## config.mk

```make
export PLATFORM = sky130hd
export DESIGN_NAME = tcc_tape_control
export DESIGN_NICKNAME = d
export VERILOG_FILES = /design/src/rtl/tcc_pkg.sv /design/src/rtl/tcc_pulse_timer.sv /design/src/rtl/tcc_tape_control.sv
export SDC_FILE = /design/constraint.sdc
export NUM_CORES = 1
export LEC_CHECK = 0
export ABC_CLOCK_PERIOD_IN_PS = 2450
export BUFFER_PORTS_ARGS = -buffer_cell sky130_fd_sc_hd__buf_2
export CORE_UTILIZATION = 45
export CTS_CLUSTER_SIZE = 10
export DETAILED_ROUTE_END_ITERATION = 7
export GPL_ROUTABILITY_DRIVEN = 0
export PLACE_DENSITY = 0.72
export SLEW_MARGIN = 20
export SYNTH_ARGS = -nofsm -noshare
export SYNTH_HDL_FRONTEND = slang
export SYNTH_HIERARCHICAL = 1
export SYNTH_SLANG_ARGS = --single-unit
```

## constraint.sdc

```tcl
create_clock -name clk_in -period 2.45 [get_ports clk_in]
set_input_delay 0.1225 -clock clk_in [delete_from_list [all_inputs] [get_ports clk_in]]
set_output_delay 0.1225 -clock clk_in [all_outputs]
set_load 0.01 [all_outputs]
```

## src/rtl/tcc_pkg.sv

```systemverilog
// Constants, field layouts and state codes of the tape command block.
package tcc_pkg;
  ////////////////////////////////////////////////////////////////////////
  // Instruction codes seen on the register port (low six bits).
  localparam logic [5:0] A_LOAD_COUNT = 6'h01;
  localparam logic [5:0] A_CLR_ADDR = 6'h02;
  localparam logic [5:0] A_LOAD_ADDR = 6'h03;
  localparam logic [5:0] A_LOAD_CMD = 6'h05;
  localparam logic [5:0] A_LOAD_FUNC = 6'h06;
  localparam logic [5:0] A_LOAD_DATA = 6'h07;
  localparam logic [5:0] A_SKIP_ERR = 6'h08;
  localparam logic [5:0] A_RD_COUNT = 6'h09;
  localparam logic [5:0] A_SKIP_IDLE = 6'h0A;
  localparam logic [5:0] A_RD_ADDR = 6'h0B;
  localparam logic [5:0] A_RD_MAIN = 6'h0C;
  localparam logic [5:0] A_RD_SECOND = 6'h0D;
  localparam logic [5:0] A_RD_FUNC = 6'h0E;
  localparam logic [5:0] A_RD_DATA = 6'h0F;
  localparam logic [5:0] A_SKIP_READY = 6'h10;
  localparam logic [5:0] A_SKIP_DONE = 6'h11;
  localparam logic [5:0] A_CLR_FLAGS = 6'h15;
  localparam logic [5:0] A_SET_REQ = 6'h17;
  localparam logic [5:0] A_INIT = 6'h18;
  ////////////////////////////////////////////////////////////////////////
  // Word bit n (bit 0 is the most significant) sits at index 11-n.
  localparam int FN_GAP = 8;
  localparam int FN_CHK = 7;
  localparam int FN_GO = 6;
  localparam int FN_FIELD = 5;
  localparam int FN_DUMP = 4;
  localparam int CM_PARITY = 8;
  localparam int CM_ERR_IE = 7;
  localparam int CM_DONE_IE = 6;
  localparam int MS_ERROR = 11;
  localparam int MS_CHANGE = 10;
  localparam int MS_MISMATCH = 9;
  localparam int MS_EOT = 3;
  localparam int MS_BOT = 9;
  localparam int MS_LATE = 4;
  localparam int MS_RECLEN = 5;
  localparam int MS_MARK = 6;
  localparam int MS_PARITY = 7;
  localparam int MS_SELERR = 8;
  localparam int MS_ILLEGAL = 0;
  localparam int SS_CHK = 7;
  localparam int SS_OVERRUN = 3;
  localparam logic [11:0] WORD_ZERO = 12'h000;
  localparam logic [2:0] FIELD_LAST = 3'h7;
  ////////////////////////////////////////////////////////////////////////
  // Function codes held in the top three function bits.
  localparam logic [2:0] FC_UNLOAD_TO_LOCAL = 3'h0;
  localparam logic [2:0] FC_REWIND = 3'h1;
  localparam logic [2:0] FC_READ = 3'h2;
  localparam logic [2:0] FC_COMPARE = 3'h3;
  localparam logic [2:0] FC_WRITE = 3'h4;
  localparam logic [2:0] FC_MARK = 3'h5;
  localparam logic [2:0] FC_FWD = 3'h6;
  localparam logic [2:0] FC_REV = 3'h7;
  ////////////////////////////////////////////////////////////////////////
  // Pulse timing at a 4 ns clock; least widths round up.
  localparam int CLK_PERIOD_NS = 4;
  localparam int PRESET_TIME_NS = 2500;
  localparam int START_TIME_NS = 5000;
  localparam int PRESET_CYCLES =
    (PRESET_TIME_NS + CLK_PERIOD_NS - 1) / CLK_PERIOD_NS;
  localparam int START_CYCLES =
    (START_TIME_NS + CLK_PERIOD_NS - 1) / CLK_PERIOD_NS;
  ////////////////////////////////////////////////////////////////////////
  // Operation sequencer states.
  typedef enum logic [3:0] {
    TCC_IDLE = 4'b0001,
    TCC_PRESET = 4'b0010,
    TCC_START = 4'b0100,
    TCC_RUN = 4'b1000
  } tcc_state_t;
endpackage

```

## src/rtl/tcc_pulse_timer.sv

```systemverilog
// One-shot pulse of a fixed number of cycles with an end strobe.
`timescale 1ns/1ps
module tcc_pulse_timer #(
  parameter int CYCLES = 625
) (
  input wire logic clk_in,
  input wire logic reset_n_in,
  input wire logic fire_in,
  output logic pulse_out,
  output logic end_out
);
  localparam int CW = $clog2(CYCLES + 1);
  logic [CW-1:0] count_q;
  logic pulse_q;
  logic end_q;

  // A pulse shorter than one cycle cannot be produced.
  generate
    if (CYCLES < 1) begin : g_bad
      $error("tcc_pulse_timer: CYCLES must be at least one");
    end
  endgenerate

  // The count runs down while the pulse stands; a new fire restarts it.
  always_ff @(posedge clk_in) begin
    if (!reset_n_in) begin
      count_q <= '0;
      pulse_q <= 1'b0;
      end_q <= 1'b0;
    end else begin
      end_q <= pulse_q && (count_q == CW'(1)) && !fire_in;
      if (fire_in) begin
        count_q <= CW'(CYCLES);
        pulse_q <= 1'b1;
      end else if (pulse_q) begin
        count_q <= count_q - CW'(1);
        pulse_q <= (count_q != CW'(1));
      end
    end
  end

  assign pulse_out = pulse_q;
  assign end_out = end_q;
endmodule // tcc_pulse_timer

```

## src/rtl/tcc_tape_control.sv

```systemverilog
// Command, status, skip and break logic of the tape controller.
`timescale 1ns/1ps
module tcc_tape_control (
  input wire logic clk_in,
  input wire logic reset_n_in,
  input wire logic bus_init_in,
  input wire logic power_fail_in,
  input wire logic [5:0] addr_in,
  input wire logic [11:0] wdata_in,
  input wire logic wr_in,
  input wire logic rd_in,
  input wire logic break_grant_in,
  input wire logic [11:0] mem_data_in,
  input wire logic unit_ready_in,
  input wire logic tape_end_marker_in,
  input wire logic tape_start_marker_in,
  input wire logic [2:0] parity_err_in,
  input wire logic file_mark_in,
  input wire logic select_error_in,
  input wire logic char_strobe_in,
  input wire logic record_end_in,
  input wire logic [7:0] read_data_in,
  output logic [11:0] rdata_out,
  output logic skip_out,
  output logic interrupt_out,
  output logic transfer_request_out,
  output logic [14:0] break_addr_out,
  output logic [11:0] break_data_out,
  output logic [2:0] unit_select_out,
  output logic extended_gap_out,
  output logic parity_sense_select_out,
  output logic check_char_enable_out,
  output logic unload_to_local_out,
  output logic rewind_out,
  output logic write_mark_out,
  output logic space_ahead_out,
  output logic space_back_out,
  output logic spacing_out,
  output logic preset_out,
  output logic start_pulse_out,
  output logic [7:0] write_data_out
);
  import tcc_pkg::*;

  ////////////////////////////////////////////////////////////////////////
  // Pin synchronisers: two flops, then a third stage for edges.
  localparam int SW = 18;
  logic [SW-1:0] pin_raw;
  logic [SW-1:0] sync1_q;
  logic [SW-1:0] sync2_q;
  logic strobe_d1_q;
  logic recend_d1_q;
  assign pin_raw = {read_data_in, record_end_in, char_strobe_in,
                    select_error_in, file_mark_in, parity_err_in,
                    tape_start_marker_in, tape_end_marker_in,
                    unit_ready_in};
  genvar gi;
  generate
    for (gi = 0; gi < SW; gi++) begin : g_sync
      always_ff @(posedge clk_in) begin
        sync1_q[gi] <= pin_raw[gi];
        sync2_q[gi] <= sync1_q[gi];
      end
    end
  endgenerate

  wire ready = sync2_q[0];
  wire at_end = sync2_q[1];
  wire at_start = sync2_q[2];
  wire par_err = |sync2_q[5:3];
  wire mark_seen = sync2_q[6];
  wire sel_err = sync2_q[7];
  wire char_ev = sync2_q[8] && !strobe_d1_q;
  wire rec_ev = sync2_q[9] && !recend_d1_q;
  wire [7:0] rd_bits = sync2_q[17:10];

  ////////////////////////////////////////////////////////////////////////
  // Register state.
  tcc_state_t state_q;
  tcc_state_t state_d;
  logic [11:0] cmd_q, fn_q, wc_q, ca_q, db_q;
  logic [2:0] field_q, bsel_q;
  logic [11:0] ms_q;
  logic ovr_q, err_q, done_q, busy_q, go_seen_q, req_q;
  logic [11:0] rdata_q;
  logic skip_q, irq_q;
  logic gap_q, par_q, chk_q, offl_q, rew_q, mark_q, fwd_q, rev_q, spc_q;
  logic [7:0] wd_q;
  logic preset_pulse, preset_end, start_pulse, start_end;

  ////////////////////////////////////////////////////////////////////////
  // Instruction decode and clear sources.
  wire wr_cmd = wr_in && addr_in == A_LOAD_CMD;
  wire wr_fn = wr_in && addr_in == A_LOAD_FUNC;
  wire wr_wc = wr_in && addr_in == A_LOAD_COUNT;
  wire wr_db = wr_in && addr_in == A_LOAD_DATA;
  wire wr_clf = wr_in && addr_in == A_CLR_FLAGS;
  wire wr_init = wr_in && addr_in == A_INIT;
  wire clear_everything = !reset_n_in || bus_init_in || power_fail_in ||
                 wr_init || (wr_clf && ready);
  wire clr_stat = clear_everything || wr_clf;
  wire [2:0] code = fn_q[11:9];
  wire running = state_q == TCC_RUN;
  wire op_read = code == FC_READ || code == FC_COMPARE;
  wire op_data = op_read || code == FC_WRITE;
  wire op_space = code == FC_FWD || code == FC_REV;
  wire go_new = wr_fn && wdata_in[FN_GO];
  wire wc_zero = wc_q == WORD_ZERO;

  ////////////////////////////////////////////////////////////////////////
  // Data path: core dump zeroes tape bits 0 and 1.
  wire [7:0] rd_eff = fn_q[FN_DUMP] ? {rd_bits[7:2], 2'h0} : rd_bits;
  wire grant_ok = break_grant_in && req_q;
  wire mism_ev = grant_ok && running && code == FC_COMPARE &&
                 mem_data_in != db_q;
  wire ca_wrap = ca_q == 12'hFFF;
  wire ca_step = grant_ok && !ms_q[MS_MISMATCH];
  wire ovr_ev = ca_step && ca_wrap && fn_q[FN_FIELD] &&
                field_q == FIELD_LAST;
  wire late_ev = char_ev && running && op_data && req_q &&
                 !break_grant_in;
  wire reclen_ev = running && op_read &&
                   ((rec_ev && !wc_zero) ||
                    (char_ev && wc_zero));
  wire eot_ev = at_end;
  wire bot_ev = at_start && running && code == FC_REV;
  wire ill_ev = go_new && !ready;
  wire chg_ev = bsel_q != cmd_q[11:9];
  wire wc_step = (grant_ok && op_data) || (rec_ev && running && op_space);
  wire wc_next_zero = wc_step && wc_q == 12'hFFF;
  wire space_stop = running && op_space &&
                    (at_end || mark_seen || wc_next_zero);
  wire data_stop = running && op_data && (wc_next_zero || rec_ev);
  wire done_ev = wr_db || space_stop || data_stop ||
                 (state_q == TCC_START && start_end && !op_data &&
                  !op_space);

  // Sticky status sets; a set in the clearing cycle wins.
  logic [11:0] ms_set;
  always_comb begin
    ms_set = 12'h000;
    ms_set[MS_CHANGE] = chg_ev;
    ms_set[MS_MISMATCH] = mism_ev || bot_ev;
    ms_set[MS_EOT] = eot_ev;
    ms_set[MS_LATE] = late_ev;
    ms_set[MS_RECLEN] = reclen_ev;
    ms_set[MS_MARK] = mark_seen && running;
    ms_set[MS_PARITY] = par_err;
    ms_set[MS_SELERR] = sel_err && running;
    ms_set[MS_ILLEGAL] = ill_ev;
    ms_set[MS_ERROR] = |ms_set[MS_CHANGE-1:0] || ovr_ev;
  end

  ////////////////////////////////////////////////////////////////////////
  // Sequencer: go with ready gives preset, then start, then run for data and spacing codes.
  always_comb begin
    state_d = state_q;
    case (state_q)
      TCC_IDLE: begin
        if (go_new && ready) begin
          state_d = TCC_PRESET;
        end
      end
      TCC_PRESET: begin
        if (preset_end) begin
          state_d = TCC_START;
        end
      end
      TCC_START: begin
        if (start_end) begin
          state_d = (op_data || op_space) ? TCC_RUN : TCC_IDLE;
        end
      end
      TCC_RUN: begin
        if (space_stop || data_stop) begin
          state_d = TCC_IDLE;
        end
      end
      default: state_d = TCC_IDLE;
    endcase
  end

  tcc_pulse_timer #(.CYCLES(PRESET_CYCLES)) u_preset (
    .clk_in(clk_in),
    .reset_n_in(!clear_everything),
    .fire_in(state_q == TCC_IDLE && state_d == TCC_PRESET),
    .pulse_out(preset_pulse),
    .end_out(preset_end)
  );

  tcc_pulse_timer #(.CYCLES(START_CYCLES)) u_start (
    .clk_in(clk_in),
    .reset_n_in(!clear_everything),
    .fire_in(preset_end),
    .pulse_out(start_pulse),
    .end_out(start_end)
  );

  ////////////////////////////////////////////////////////////////////////
  // Control registers, counters and flags.
  always_ff @(posedge clk_in) begin
    if (clear_everything) begin
      state_q <= TCC_IDLE;
      cmd_q <= 12'h000;
      fn_q <= 12'h000;
      wc_q <= 12'h000;
      ca_q <= 12'h000;
      db_q <= 12'h000;
      field_q <= 3'h0;
      bsel_q <= 3'h0;
      ovr_q <= 1'b0;
      busy_q <= 1'b0;
      go_seen_q <= 1'b0;
      req_q <= 1'b0;
      strobe_d1_q <= 1'b0;
      recend_d1_q <= 1'b0;
    end else begin
      state_q <= state_d;
      strobe_d1_q <= sync2_q[8];
      recend_d1_q <= sync2_q[9];
      if (wr_cmd) begin
        cmd_q <= wdata_in;
        field_q <= wdata_in[5:3];
      end else if (ca_step && ca_wrap && fn_q[FN_FIELD] &&
                   field_q != FIELD_LAST) begin
        field_q <= field_q + 3'h1;
      end
      if (wr_fn) begin
        fn_q <= wdata_in;
      end
      if (wr_wc) begin
        wc_q <= wdata_in;
      end else if (wc_step) begin
        wc_q <= wc_q + 12'h001;
      end
      if (wr_in && addr_in == A_CLR_ADDR) begin
        ca_q <= 12'h000;
      end else if (wr_in && addr_in == A_LOAD_ADDR) begin
        ca_q <= wdata_in;
      end else if (ca_step) begin
        ca_q <= ca_q + 12'h001;
      end
      if (wr_db) begin
        db_q <= wdata_in;
      end else if (char_ev && running && op_read) begin
        db_q <= {4'h0, rd_eff};
      end else if (grant_ok && code == FC_WRITE) begin
        db_q <= mem_data_in;
      end
      if (start_pulse && !bsel_q[0] && state_q == TCC_START) begin
        bsel_q <= cmd_q[11:9];
      end else if (preset_end) begin
        bsel_q <= cmd_q[11:9];
      end
      ovr_q <= ovr_q || ovr_ev;
      go_seen_q <= go_new;
      if (go_seen_q) begin
        busy_q <= 1'b1;
      end else if (done_ev) begin
        busy_q <= 1'b0;
      end
      if ((char_ev && running && op_data) ||
          (wr_in && addr_in == A_SET_REQ)) begin
        req_q <= 1'b1;
      end else if (break_grant_in) begin
        req_q <= 1'b0;
      end
    end
  end

  // Flags that software clears; the end of the preset pulse clears unit change.
  always_ff @(posedge clk_in) begin
    if (clr_stat) begin
      ms_q <= ms_set;
      err_q <= ms_set[MS_ERROR];
      done_q <= done_ev;
    end else begin
      ms_q <= ms_q | ms_set;
      if (preset_end && !chg_ev) begin
        ms_q[MS_CHANGE] <= 1'b0;
      end
      err_q <= err_q || ms_set[MS_ERROR];
      done_q <= done_q || done_ev;
    end
  end

  ////////////////////////////////////////////////////////////////////////
  // Register reads, skips and the interrupt request.
  logic [11:0] rd_mux;
  always_comb begin
    case (addr_in)
      A_RD_COUNT: rd_mux = wc_q;
      A_RD_ADDR: rd_mux = ca_q;
      A_RD_MAIN: rd_mux = {ms_q[11:1], ms_q[MS_ILLEGAL]};
      A_RD_SECOND: rd_mux = {4'h0, fn_q[FN_CHK], 3'h0, ovr_q, 3'h0};
      A_RD_FUNC: rd_mux = fn_q;
      A_RD_DATA: rd_mux = db_q;
      default: rd_mux = 12'h000;
    endcase
  end
  wire skip_hit = rd_in &&
    ((addr_in == A_SKIP_ERR && err_q) ||
     (addr_in == A_SKIP_IDLE && !busy_q) ||
     (addr_in == A_SKIP_READY && ready) ||
     (addr_in == A_SKIP_DONE && done_q));

  always_ff @(posedge clk_in) begin
    if (clear_everything) begin
      rdata_q <= 12'h000;
      skip_q <= 1'b0;
      irq_q <= 1'b0;
    end else begin
      rdata_q <= rd_in ? rd_mux : 12'h000;
      skip_q <= skip_hit;
      irq_q <= (cmd_q[CM_ERR_IE] && err_q) ||
               (cmd_q[CM_DONE_IE] && done_q);
    end
  end

  ////////////////////////////////////////////////////////////////////////
  // Transport command lines, decoded from the held registers.
  always_ff @(posedge clk_in) begin
    if (clear_everything) begin
      gap_q <= 1'b0;
      par_q <= 1'b1;
      chk_q <= 1'b0;
      offl_q <= 1'b0;
      rew_q <= 1'b0;
      mark_q <= 1'b0;
      fwd_q <= 1'b0;
      rev_q <= 1'b0;
      spc_q <= 1'b0;
      wd_q <= 8'h00;
    end else begin
      gap_q <= fn_q[FN_GAP];
      par_q <= !cmd_q[CM_PARITY];
      chk_q <= fn_q[FN_CHK];
      offl_q <= fn_q[FN_GO] && code == FC_UNLOAD_TO_LOCAL;
      rew_q <= fn_q[FN_GO] && code == FC_REWIND;
      mark_q <= fn_q[FN_GO] && code == FC_MARK;
      fwd_q <= fn_q[FN_GO] && code == FC_FWD;
      rev_q <= fn_q[FN_GO] && code == FC_REV;
      spc_q <= running && op_space && !space_stop;
      wd_q <= fn_q[FN_DUMP] ? {db_q[7:2], 2'h0} : db_q[7:0];
    end
  end

  assign rdata_out = rdata_q;
  assign skip_out = skip_q;
  assign interrupt_out = irq_q;
  assign transfer_request_out = req_q;
  assign break_addr_out = {field_q, ca_q};
  assign break_data_out = db_q;
  assign unit_select_out = bsel_q;
  assign extended_gap_out = gap_q;
  assign parity_sense_select_out = par_q;
  assign check_char_enable_out = chk_q;
  assign unload_to_local_out = offl_q;
  assign rewind_out = rew_q;
  assign write_mark_out = mark_q;
  assign space_ahead_out = fwd_q;
  assign space_back_out = rev_q;
  assign spacing_out = spc_q;
  assign preset_out = preset_pulse;
  assign start_pulse_out = start_pulse;
  assign write_data_out = wd_q;
endmodule // tcc_tape_control

```

==> impl_metrics.tcl, run 1 <==
set metrics [dict create \
    status "completed" \
    cts.sinks 174 \
    vias 6697 \
    grt_pass1_vias 6028 \
    peakVddDrop_v 0.000517 \
    grt_pass1_wl_um 33100 \
    place_hpwl_um 15700 \
    p_leak_nw 3.62 \
    syn_area_sq_um 7370 \
    initialDrtViolationCount 675 \
    relSlewSlack_pct 53.3 \
    syn_area_per_cell_sq_um 9.25 \
    critPathMaxFanout 18 \
    worst_ep_required_time_ns 2.77 \
    portBuffers 118 \
    synth.top_cell.area_share_pct 47.3 \
    grt_max_degree 49 \
    cts-root-buf "clkbuf_16" \
    finalSetupViolCount 0 \
    htreeDepth 4 \
    start_util_pct 46.2 \
    synth_top_area_cell "dfxtp_1" \
    fp.dieH_um 130 \
    area_delta_synth_final_pct 23.2 \
    cts_tree "yes" \
    postRouteAntennaNets 0 \
    antenna_found_initial 3 \
    ys_seq_elements 174 \
    async_flop_share_pct 0 \
    intPower_mw 4.43 \
    die_w_um 130 \
    fin_area_sq_um 9070 \
    critPathArrivalTime_ns 2.57 \
    min_period_over_period_pct 91.6 \
    drc 0 \
    grt-ovfl-total 0 \
    core_sq_um 15900 \
    combPwrFrac_pct 4.0 \
    tightest_slew_ns 0.700 \
    synth_fp_nets 860 \
    cp-end-kind "flop" \
    placed_area_sq_um 8210 \
    cp_slowest_cell "dlygate4sd3_1" \
    routed_wl_um 21800 \
    synth_edf_count 0 \
    drive_gt1_share_pct 20.3 \
    maxCapViolations 0 \
    firstDrtPassIters 6 \
    cp_cell_sequence "dlygate4sd3_1 > buf_2 > or4bb_1 > inv_1 > a21o_2 > inv_1 > buf_4 > nand2_1 > nor4_1 > dlygate4sd3_1" \
    pwr-share-seq_pct 50.0 \
    critPathLaunchType "input port" \
    drt-vias-per-instance 5.71 \
    clock_path_buffers 2 \
    powerDensity_nw_per_um2 635 \
    grt_usage_pct 26.4 \
    fmax_mhz 446 \
    wire_per_inst_um 18.6 \
    die_area_sq_um 16900 \
    crit_buf_inv 6 \
    critPathKind "input port to flop" \
    synth-main-ff-cell "dfxtp_1" \
    synth.top_cells.by_area "dfxtp_1, nand2_1, xor2_1" \
    rows 46 \
    grt_setup_unrepaired "no" \
    yosysSeqAreaShare_pct 47.3 \
    fin_crit_ns 2.24 \
    max_stage_delay_ns 0.55 \
    sw_frac_of_total_pct 23.0 \
    ys_warn_count 6 \
    hp-class "input port to flop" \
    clk_latency_ns 0.43 \
    synth_cell_types 75 \
    p_switching_mw 1.33 \
    fillers 1434 \
    clk_pin_slew_ns 0.07 \
    tns_ns 0 \
    io-pin-count 119 \
    clockPowerShare_pct 46.0 \
    critPathTopFamily "buffers and inverters" \
    finalClockSkew_ns 0.00734 \
    finalHoldViolations 0 \
    synth_cells 796 \
    drv_slew 0 \
    numCtsBuffers 17 \
    fin_nets 1006 \
]
worst paths after layout:
path / cells past startpoint / slack, ns / to / startpoint
setup / recovery: 10 / 0.21 / skip_out$_SDFF_PN0_ / addr_in[5]
hold / removal: 3 / 0.03 / break_data_out[9]$_SDFFE_PN0P_ / mem_data_in[9]
hold reg to reg: 0 / 0.33 / sync2_q[9]$_DFF_P_ / sync1_q[9]$_DFF_P_
setup reg to reg: 7 / 0.34 / skip_out$_SDFF_PN0_ / ready$_DFF_P_
flip-flops by register name (all words and copies together) (netlist names), 5 cells and up:
register          flops
rd_bits               8
cmd_q                 6
ms_q                 10
sync1_q              18
u_preset/count_q     10
ca_q                 12
sync2_q               5
break_data_out       12
rdata_out            12
fn_q                 12
write_data_out        8
u_start/count_q      11
wc_q                 12
final cells by class:
type | count | area, sq um | share of cell area, %
multi-input combinational | 560 | 3590 | 39.6
sequential | 174 | 3480 | 38.4
timing repair buffer | 171 | 1070 | 11.8
clock buffer | 19 | 453 | 4.99
tap | 216 | 270 | 2.98
clock inverter | 13 | 128 | 1.41
inverter | 18 | 67.6 | 0.745
antenna | 2 | 5.00 | 0.0552
through the flow:
stage               hold slack, ns  total power, mW  utilization (%)  cells  setup slack, ns
floorplan                    0.150             3.02                -    796            0.336
global placement             0.225             3.14             51.5   1111            0.393
detailed placement           0.226             3.14             51.5   1111            0.397
CTS                        0.00269             5.80             56.9   1171            0.241
global route                0.0114             5.94             56.9   1173            0.126
finish                      0.0261             5.76             56.9   1173            0.207
cells by family (layout without fill, tap and decap cells):
kind of cell	Yosys count	in the layout	synth area share, %
adder cells (fa/ha/maj)	9	9	1.53
multiplexers	20	20	2.72
XOR/XNOR	44	44	5.23
other	0	2	0
AO/OA/AOI/OAI	193	193	18.2
buffers and inverters	62	221	3.91
flip-flops	174	174	47.3
AND/OR/NAND/NOR	294	294	21.2
power by group through the flow:
stage / clock (mW) / combinational (mW) / sequential (mW)
6_report: 2.65 / 0.229 / 2.88
5_1_grt: 2.81 / 0.245 / 2.88
4_1_cts: 2.70 / 0.224 / 2.88
3_5_place_dp: 0 / 0.190 / 2.95
3_3_place_gp: 0 / 0.190 / 2.95
2_1_floorplan: 0 / 0.0868 / 2.94
worst min-delay path: cells and delay by family:
family                 cells  cell delay, ns
buffers and inverters      1            0.10
AND/OR/NAND/NOR            1            0.11
AO/OA/AOI/OAI              1            0.07
per-layer routing:
metal	share of wire [%]	GRT usage, %	vias up
met4	4.0	12.4	2
li1	-	-	3177
met3	11	9.02	60
met5	0.060	0	-
met2	43	38.6	323
met1	42	34.9	3135
timing repair:
action,CTS,global route
hold endpoints to repair,27,0
hold buffers,28,0
setup buffers,0,0
resized for setup,0,0
synth_stat cells (4+ instances only):
library cell,instances
a211o_1,8
a211oi_1,16
a21oi_1,50
a221oi_1,4
a222oi_1,4
a22oi_1,23
a31oi_1,9
and2_1,14
and3_1,8
and3b_1,4
buf_1,5
buf_2,6
clkbuf_1,26
dfxtp_1,174
ha_1,9
inv_1,18
mux2i_1,20
nand2_1,80
nand2b_1,13
nand3_1,17
nand3b_1,5
nand4_1,8
nor2_1,66
nor2b_1,5
nor3_1,12
nor3b_1,5
nor4_1,19
nor4b_1,5
o2111ai_1,6
o21a_1,5
o21ai_0,24
o31a_1,13
or2_2,4
or3_1,4
or4_1,5
xnor2_1,15
xor2_1,29
layout by cell type (no fill, tap or decap), drive strengths merged, types with 12 or more instances in the layout:
cell type	count
buf	143
a22oi	23
dlygate4sd3	28
o21ai	24
nand2	80
a21oi	51
xor2	29
nand3	18
dfxtp	174
nand2b	13
nor3	12
a211oi	18
mux2i	20
inv	23
nor2	66
o31a	13
clkbuf	19
and2	15
xnor2	15
nor4	20
No activity file was read; power rests on OpenSTA's default activity.
==> run 2, diff against run 1 <==
Settings changed: SYNTH_HIERARCHICAL 1 to unset.
==> run 2 against run 1 <==
  * Clock power is 3% lower
  * Final cell count fell by 0.77%
  * Global-route usage shrank 0.49 points
  * Design area shrank 1.5%
  * Sequential power about the same
  * Worst setup slack gained 0.17 ns
  * Die area down 0.71%
  * Routed wire length shrank 4.1%
  * Clock-buffer cell count is 1 higher
  * Non-clock buffer count shrank 9
  * Critical endpoint is now wc_q[10]$_SDFFE_PP0P_
  * Highest routed layer unchanged
==> impl_metrics.tcl, run 2 <==
set metrics [dict create \
    ys_seq_elements 174 \
    drt-vias-per-instance 5.61 \
    die_area_sq_um 16800 \
    htreeDepth 4 \
    start_util_pct 46.0 \
    largest_reg_flops 18 \
    p_leak_nw 3.32 \
    critPathMaxFanout 9 \
    place_hpwl_um 15200 \
    tightest_slew_ns 1.01 \
    cp_cell_sequence "nor4b_4 > nand4_2 > a2111oi_4 > xnor2_1 > a211oi_1" \
    top_register "sync1_q" \
    fillers 1448 \
    area_delta_synth_final_pct 22.1 \
    hp-class "input port to flop" \
    powerDensity_nw_per_um2 636 \
    grt_pass1_vias 5891 \
    worstSetupStartpoint "state_q[3]$_SDFF_PP0_" \
    antenna_found_initial 1 \
    crit_buf_inv 0 \
    ys_warn_count 0 \
    rows 46 \
    postRouteAntennaNets 0 \
    fin_nets 999 \
    numCtsBuffers 17 \
    peakVddDrop_v 0.000489 \
    syn_area_sq_um 7310 \
    synth.top_cells.by_area "dfxtp_1, nand2_1, a21oi_1" \
    max_stage_delay_ns 0.50 \
    synth-main-ff-cell "dfxtp_1" \
    io-pin-count 119 \
    grt_max_degree 42 \
    finalHoldViolations 0 \
    tns_ns 0 \
    firstDrtPassIters 6 \
    grt_pass1_wl_um 32700 \
    multi_input_area_sq_um 3570 \
    seq_area_sq_um 3480 \
    async_flop_share_pct 0 \
    clk_pin_slew_ns 0.07 \
    finalSetupViolCount 0 \
    synth_cells 798 \
    synth_cell_types 61 \
    final_common_cell "dfxtp_1" \
    fmax_mhz 483 \
    fin_crit_ns 2.07 \
    synth_top_area_cell "dfxtp_1" \
    synth_fp_nets 862 \
    initialDrtViolationCount 877 \
    most-common-layout-cells "dfxtp_1, buf_2, nand2_1" \
    grt_setup_unrepaired "no" \
    critPathTopFamily "simple AND/OR/NAND/NOR gates" \
    r2r-start "state_q[3]$_SDFF_PP0_" \
    hold_start "addr_in[5]" \
    synth_edf_count 0 \
    critPathKind "flop to flop" \
    cp_slowest_cell "a2111oi_4" \
    synth.top_cell.area_share_pct 47.6 \
    grt-ovfl-total 0 \
    portBuffers 118 \
    drc 0 \
    critPathArrivalTime_ns 2.42 \
    syn_area_per_cell_sq_um 9.16 \
    routed_wl_um 20900 \
    worst_ep_required_time_ns 2.80 \
    whs_ns 0.0334 \
    finalClockSkew_ns 0.0127 \
    die_w_um 129 \
    clk_latency_ns 0.43 \
    core_sq_um 15900 \
    relSlewSlack_pct 32.7 \
    insertedDiodeCount 0 \
    cts.sinks 174 \
    cp-end-kind "flop" \
    status "completed" \
    clock_path_buffers 2 \
    ys_top_cells_by_count "dfxtp_1, nand2_1, a21oi_1, nor2_1, xnor2_1" \
    vias 6534 \
    maxCapViolations 0 \
    drive_gt1_share_pct 20.4 \
    drv_slew 0 \
    fp.dieH_um 129 \
    min_period_over_period_pct 84.5 \
    yosysSeqAreaShare_pct 47.6 \
    synth_most_common_cell "dfxtp_1" \
    wire_per_inst_um 18.0 \
    critPathLaunchType "flop" \
    cts_tree "yes" \
    cts-root-buf "clkbuf_16" \
    grt_usage_pct 25.9 \
]
-- run 2: cell count changes in the layout (fill, tap and decap cells not counted), moves of 5 or more --
cell / delta
nand2b_1: -8
nor3_1: +13
o31a_1: -13
dlygate4sd3_1: -6
o21ai_0: +5
xor2_1: -6
a21oi_1: +14
o2111ai_1: -6
xnor2_1: +16
nand2_1: +11
-- run 2: final cells by class --
| class | instances | share of cell area [%] |
|---|---|---|
| clock buffers | 20 | 5.11 |
| clock inverters | 12 | 1.12 |
| inverters | 18 | 0.756 |
| multi-input cells | 562 | 39.9 |
| flip-flops and latches | 174 | 39.0 |
| well taps | 216 | 3.03 |
| repair buffers | 162 | 11.1 |
-- run 2: stage by stage --
stage	instance area (sq um)	util, %	power, mW	setup slack (ns)	instances
after detailed placement	8160	51.3	3.14	0.368	1110
after global placement	8160	51.3	3.14	0.399	1110
after CTS	8930	56.2	5.72	0.387	1164
final	8930	56.2	5.68	0.379	1164
after global routing	8930	56.2	5.85	0.253	1164
after floorplan	7310	-	3.02	0.654	798
-- run 2: worst paths after layout --
path                      endpoint  slack [ns]  cells past startpoint
max reg2reg  wc_q[10]$_SDFFE_PP0P_        0.38                      5
min            skip_out$_SDFF_PP0_        0.03                      2
max          wc_q[10]$_SDFFE_PP0P_        0.38                      5
min reg2reg          ready$_DFF_P_        0.33                      0
-- run 2: cell families (layout without fill, tap and decap cells) --
family / Yosys count / after routing / share of synthesized area [%]
xor gates and xnor gates: 54 / 54 / 6.47
muxes: 16 / 16 / 2.19
and+or+nand+nor: 298 / 298 / 21.3
AOI/OAI and AO/OA: 185 / 185 / 17.2
DFF: 174 / 174 / 47.6
adders and majority gates: 9 / 9 / 1.54
buffers and inverters: 62 / 212 / 3.68
-- run 2: power by group --
part / switching (mW) / internal [mW]
Combinational: 0.134 / 0.0921
Clock: 1.20 / 1.37
Sequential: 0.0176 / 2.86
-- run 2: timing repair --
action,CTS,global route
gates resized for setup,0,0
hold buffers,22,0
setup buffers,0,0
endpoints found under the setup margin,0,0
hold endpoints to repair,22,0
-- run 2: routing by layer --
layer	part of all wire [%]	GRT usage (%)	routed length, um	vias to the layer above
li1	-	-	-	3121
met1	44	36.5	9160	3021
met2	44	38.3	9130	336
met3	9.8	6.28	2040	54
met4	2.8	9.58	590	2
met5	0.048	0	10	-
==> run 3, diff against run 2 <==
Settings changed: ABC_AREA set to 1, ABC_CLOCK_PERIOD_IN_PS 2450 to 2000.
Clock period 2.45 ns to 2 ns, I/O delays scaled along.
==> run 3 against run 2 <==
  * Power up 24%
  * Utilization up 0.88 points
  * Synthesized cell count up 23%
  * Combinational power up 35%
  * Synthesized area up 2.9%
  * Clock power up 26%
  * Critical path depth up 5
  * Hold slack worse by 0.012 ns
  * Die area up 2.9%
  * Largest cell class is now flip-flops and latches
  * Largest power group unchanged
==> impl_metrics.tcl, run 3 <==
set metrics [dict create \
    status "completed" \
    cp-end-kind "flop" \
    firstDrtPassIters 5 \
    largest_reg_flops 18 \
    synth_fp_nets 1044 \
    drv_slew 0 \
    fp.dieH_um 131 \
    p_leak_nw 3.89 \
    finalSetupViolCount 0 \
    critPathArrivalTime_ns 2.13 \
    rows 46 \
    postCtsSetupBuffers 0 \
    layout_setup_ws_ns 0.185 \
    drc 0 \
    synth_cell_types 46 \
    min_period_over_period_pct 90.7 \
    place_ws_ns 0.237 \
    finalHoldViolations 0 \
    start_util_pct 46.7 \
    ys_seq_elements 174 \
    async_flop_share_pct 0 \
    synth_top_area_cell "dfxtp_1" \
    synthSimpleGateAreaFrac_pct 24.7 \
    insertedDiodeCount 0 \
    io-pin-count 119 \
    antenna_found_initial 0 \
    synth_edf_count 0 \
    grt_pass1_wl_um 34100 \
    ys_warn_count 0 \
    cp_common_cell "inv_2" \
    fin_nets 1200 \
    critPathKind "input port to flop" \
    finalClockSkew_ns 0.0194 \
    maxCapViolations 0 \
    synth.area.mux_share_pct 0.432 \
    wire_per_inst_um 15.9 \
    cts.sinks 174 \
    tightest_slew_ns 0.534 \
    synth_compound_area_share_pct 14.6 \
    synth-main-ff-cell "dfxtp_1" \
    place_hpwl_um 15800 \
    critPathMaxFanout 13 \
    top_register "sync1_q" \
    postRouteAntennaNets 0 \
    powerDensity_nw_per_um2 767 \
    synth_cells 980 \
    area_delta_synth_final_pct 22.3 \
    clk_latency_ns 0.44 \
    hp-class "input port to flop" \
    max_stage_delay_ns 0.52 \
    numCtsBuffers 17 \
    initialDrtViolationCount 639 \
    tns_ns 0 \
    worst_ep_required_time_ns 2.31 \
    die_w_um 131 \
    grt_setup_unrepaired "no" \
    drt-vias-per-instance 5.29 \
    fmax_mhz 551 \
    cts_tree "yes" \
    cp_slowest_cell "dlygate4sd3_1" \
    ys_top_cells_by_count "dfxtp_1, nand2_1, inv_1, nor2_1, a21oi_1" \
    core_sq_um 16100 \
    synth-xor-area-share_pct 3.49 \
    cts-root-buf "clkbuf_16" \
    portBuffers 118 \
    grt_pass1_vias 6631 \
    grt_max_degree 35 \
    critPathLaunchType "input port" \
    peakVddDrop_v 0.000798 \
    fin_crit_ns 1.81 \
    cp_cell_sequence "dlygate4sd3_1 > buf_2 > inv_2 > nor2_2 > nand4_1 > o21ai_4 > inv_2 > o311ai_1 > buf_4 > nor2_1" \
    clk_pin_slew_ns 0.07 \
    vias 7223 \
    syn_area_per_cell_sq_um 7.68 \
    most-common-layout-cells "nand2_1, dfxtp_1, inv_1" \
    synth.top_cell.area_share_pct 46.3 \
    relSlewSlack_pct 63.8 \
    synth_top_family_by_area "simple AND/OR/NAND/NOR gates" \
    yosysSeqAreaShare_pct 46.3 \
    grt-ovfl-total 0 \
    synth-adder-area-share_pct 1.50 \
    grt_usage_pct 25.4 \
    drive_gt1_share_pct 18.5 \
    syn_area_sq_um 7530 \
    htreeDepth 4 \
    synth.top_cells.by_area "dfxtp_1, nand2_1, inv_1" \
    die_area_sq_um 17200 \
    clock_path_buffers 2 \
    routed_wl_um 21700 \
]
## run 3: cell types whose count changed after synthesis, moves of 15 or more
cell      before  now
o21ai_0       29   50
o22ai_1        0   23
a22oi_1       22    1
clkbuf_1      26    3
inv_1         18  138
nand2_1       91  174
mux2i_1       16    1
xnor2_1       31    5
nand4_1        6   25
nand3_1       20   47
nor2_1        65  101
## run 3: worst paths after layout
kind | startpoint | slack (ns) | cells after the start | to
max | addr_in[4] | 0.19 | 10 | rdata_out[8]$_SDFF_PP0_
min reg2reg | sync1_q[9]$_DFF_P_ | 0.33 | 0 | sync2_q[9]$_DFF_P_
min | wdata_in[8] | 0.02 | 3 | wc_q[8]$_SDFFE_PP0P_
max reg2reg | fn_q[10]$_SDFFE_PP0N_ | 0.21 | 9 | break_data_out[10]$_SDFFE_PP0P_
## run 3: kinds of logic after synthesis
family	after synthesis
AO/OA/AOI/OAI	187
XOR/XNOR	30
adder cells (fa/ha/maj)	9
buffers and inverters	168
flip-flops	174
multiplexers	3
AND/OR/NAND/NOR	409
## run 3: per-layer routing
metal	vias to the layer above	routed length, um	track usage, %
li1	3517	-	-
met3	64	1670	4.98
met1	3344	8920	31.9
met4	0	826	11.0
met2	298	10300	42.1
met5	-	0	0
## run 3: what timing repair did
item                                   4_1_cts  5_1_grt
endpoints found under the hold margin       23        0
gates resized for setup                      0        1
setup endpoints to repair                    0        2
hold buffers                                22        0
## run 3: final cells by class
class / count / area (sq um)
Inverter: 149 / 559
Multi-Input combinational cell: 638 / 3380
Clock inverter: 13 / 126
Sequential cell: 174 / 3480
Clock buffer: 19 / 443
Fill cell: 1489 / 6910
Tap cell: 216 / 270
Timing Repair Buffer: 156 / 943
## run 3: per-stage QoR
step / instance area [sq um] / utilization, % / power [mW] / hold WS (ns) / instances
2_1_floorplan: 7530 / - / 3.72 / 0.128 / 980
3_3_place_gp: 8410 / 52.2 / 3.86 / 0.202 / 1311
3_5_place_dp: 8410 / 52.2 / 3.87 / 0.204 / 1311
4_1_cts: 9200 / 57.1 / 7.08 / 0.00821 / 1365
5_1_grt: 9200 / 57.1 / 7.28 / 0.0261 / 1365
6_report: 9200 / 57.1 / 7.06 / 0.0218 / 1365
## run 3: power breakdown
part           switching [mW]  total, mW  internal (mW)
clock                    1.46       3.23           1.78
sequential             0.0148       3.52           3.51
combinational           0.189      0.305          0.115
## run 3: worst max-delay path: cells and delay by family
family                 cells  cell delay (ns)
buffers and inverters      5             1.05
AO/OA/AOI/OAI              2             0.56
AND/OR/NAND/NOR            3             0.40
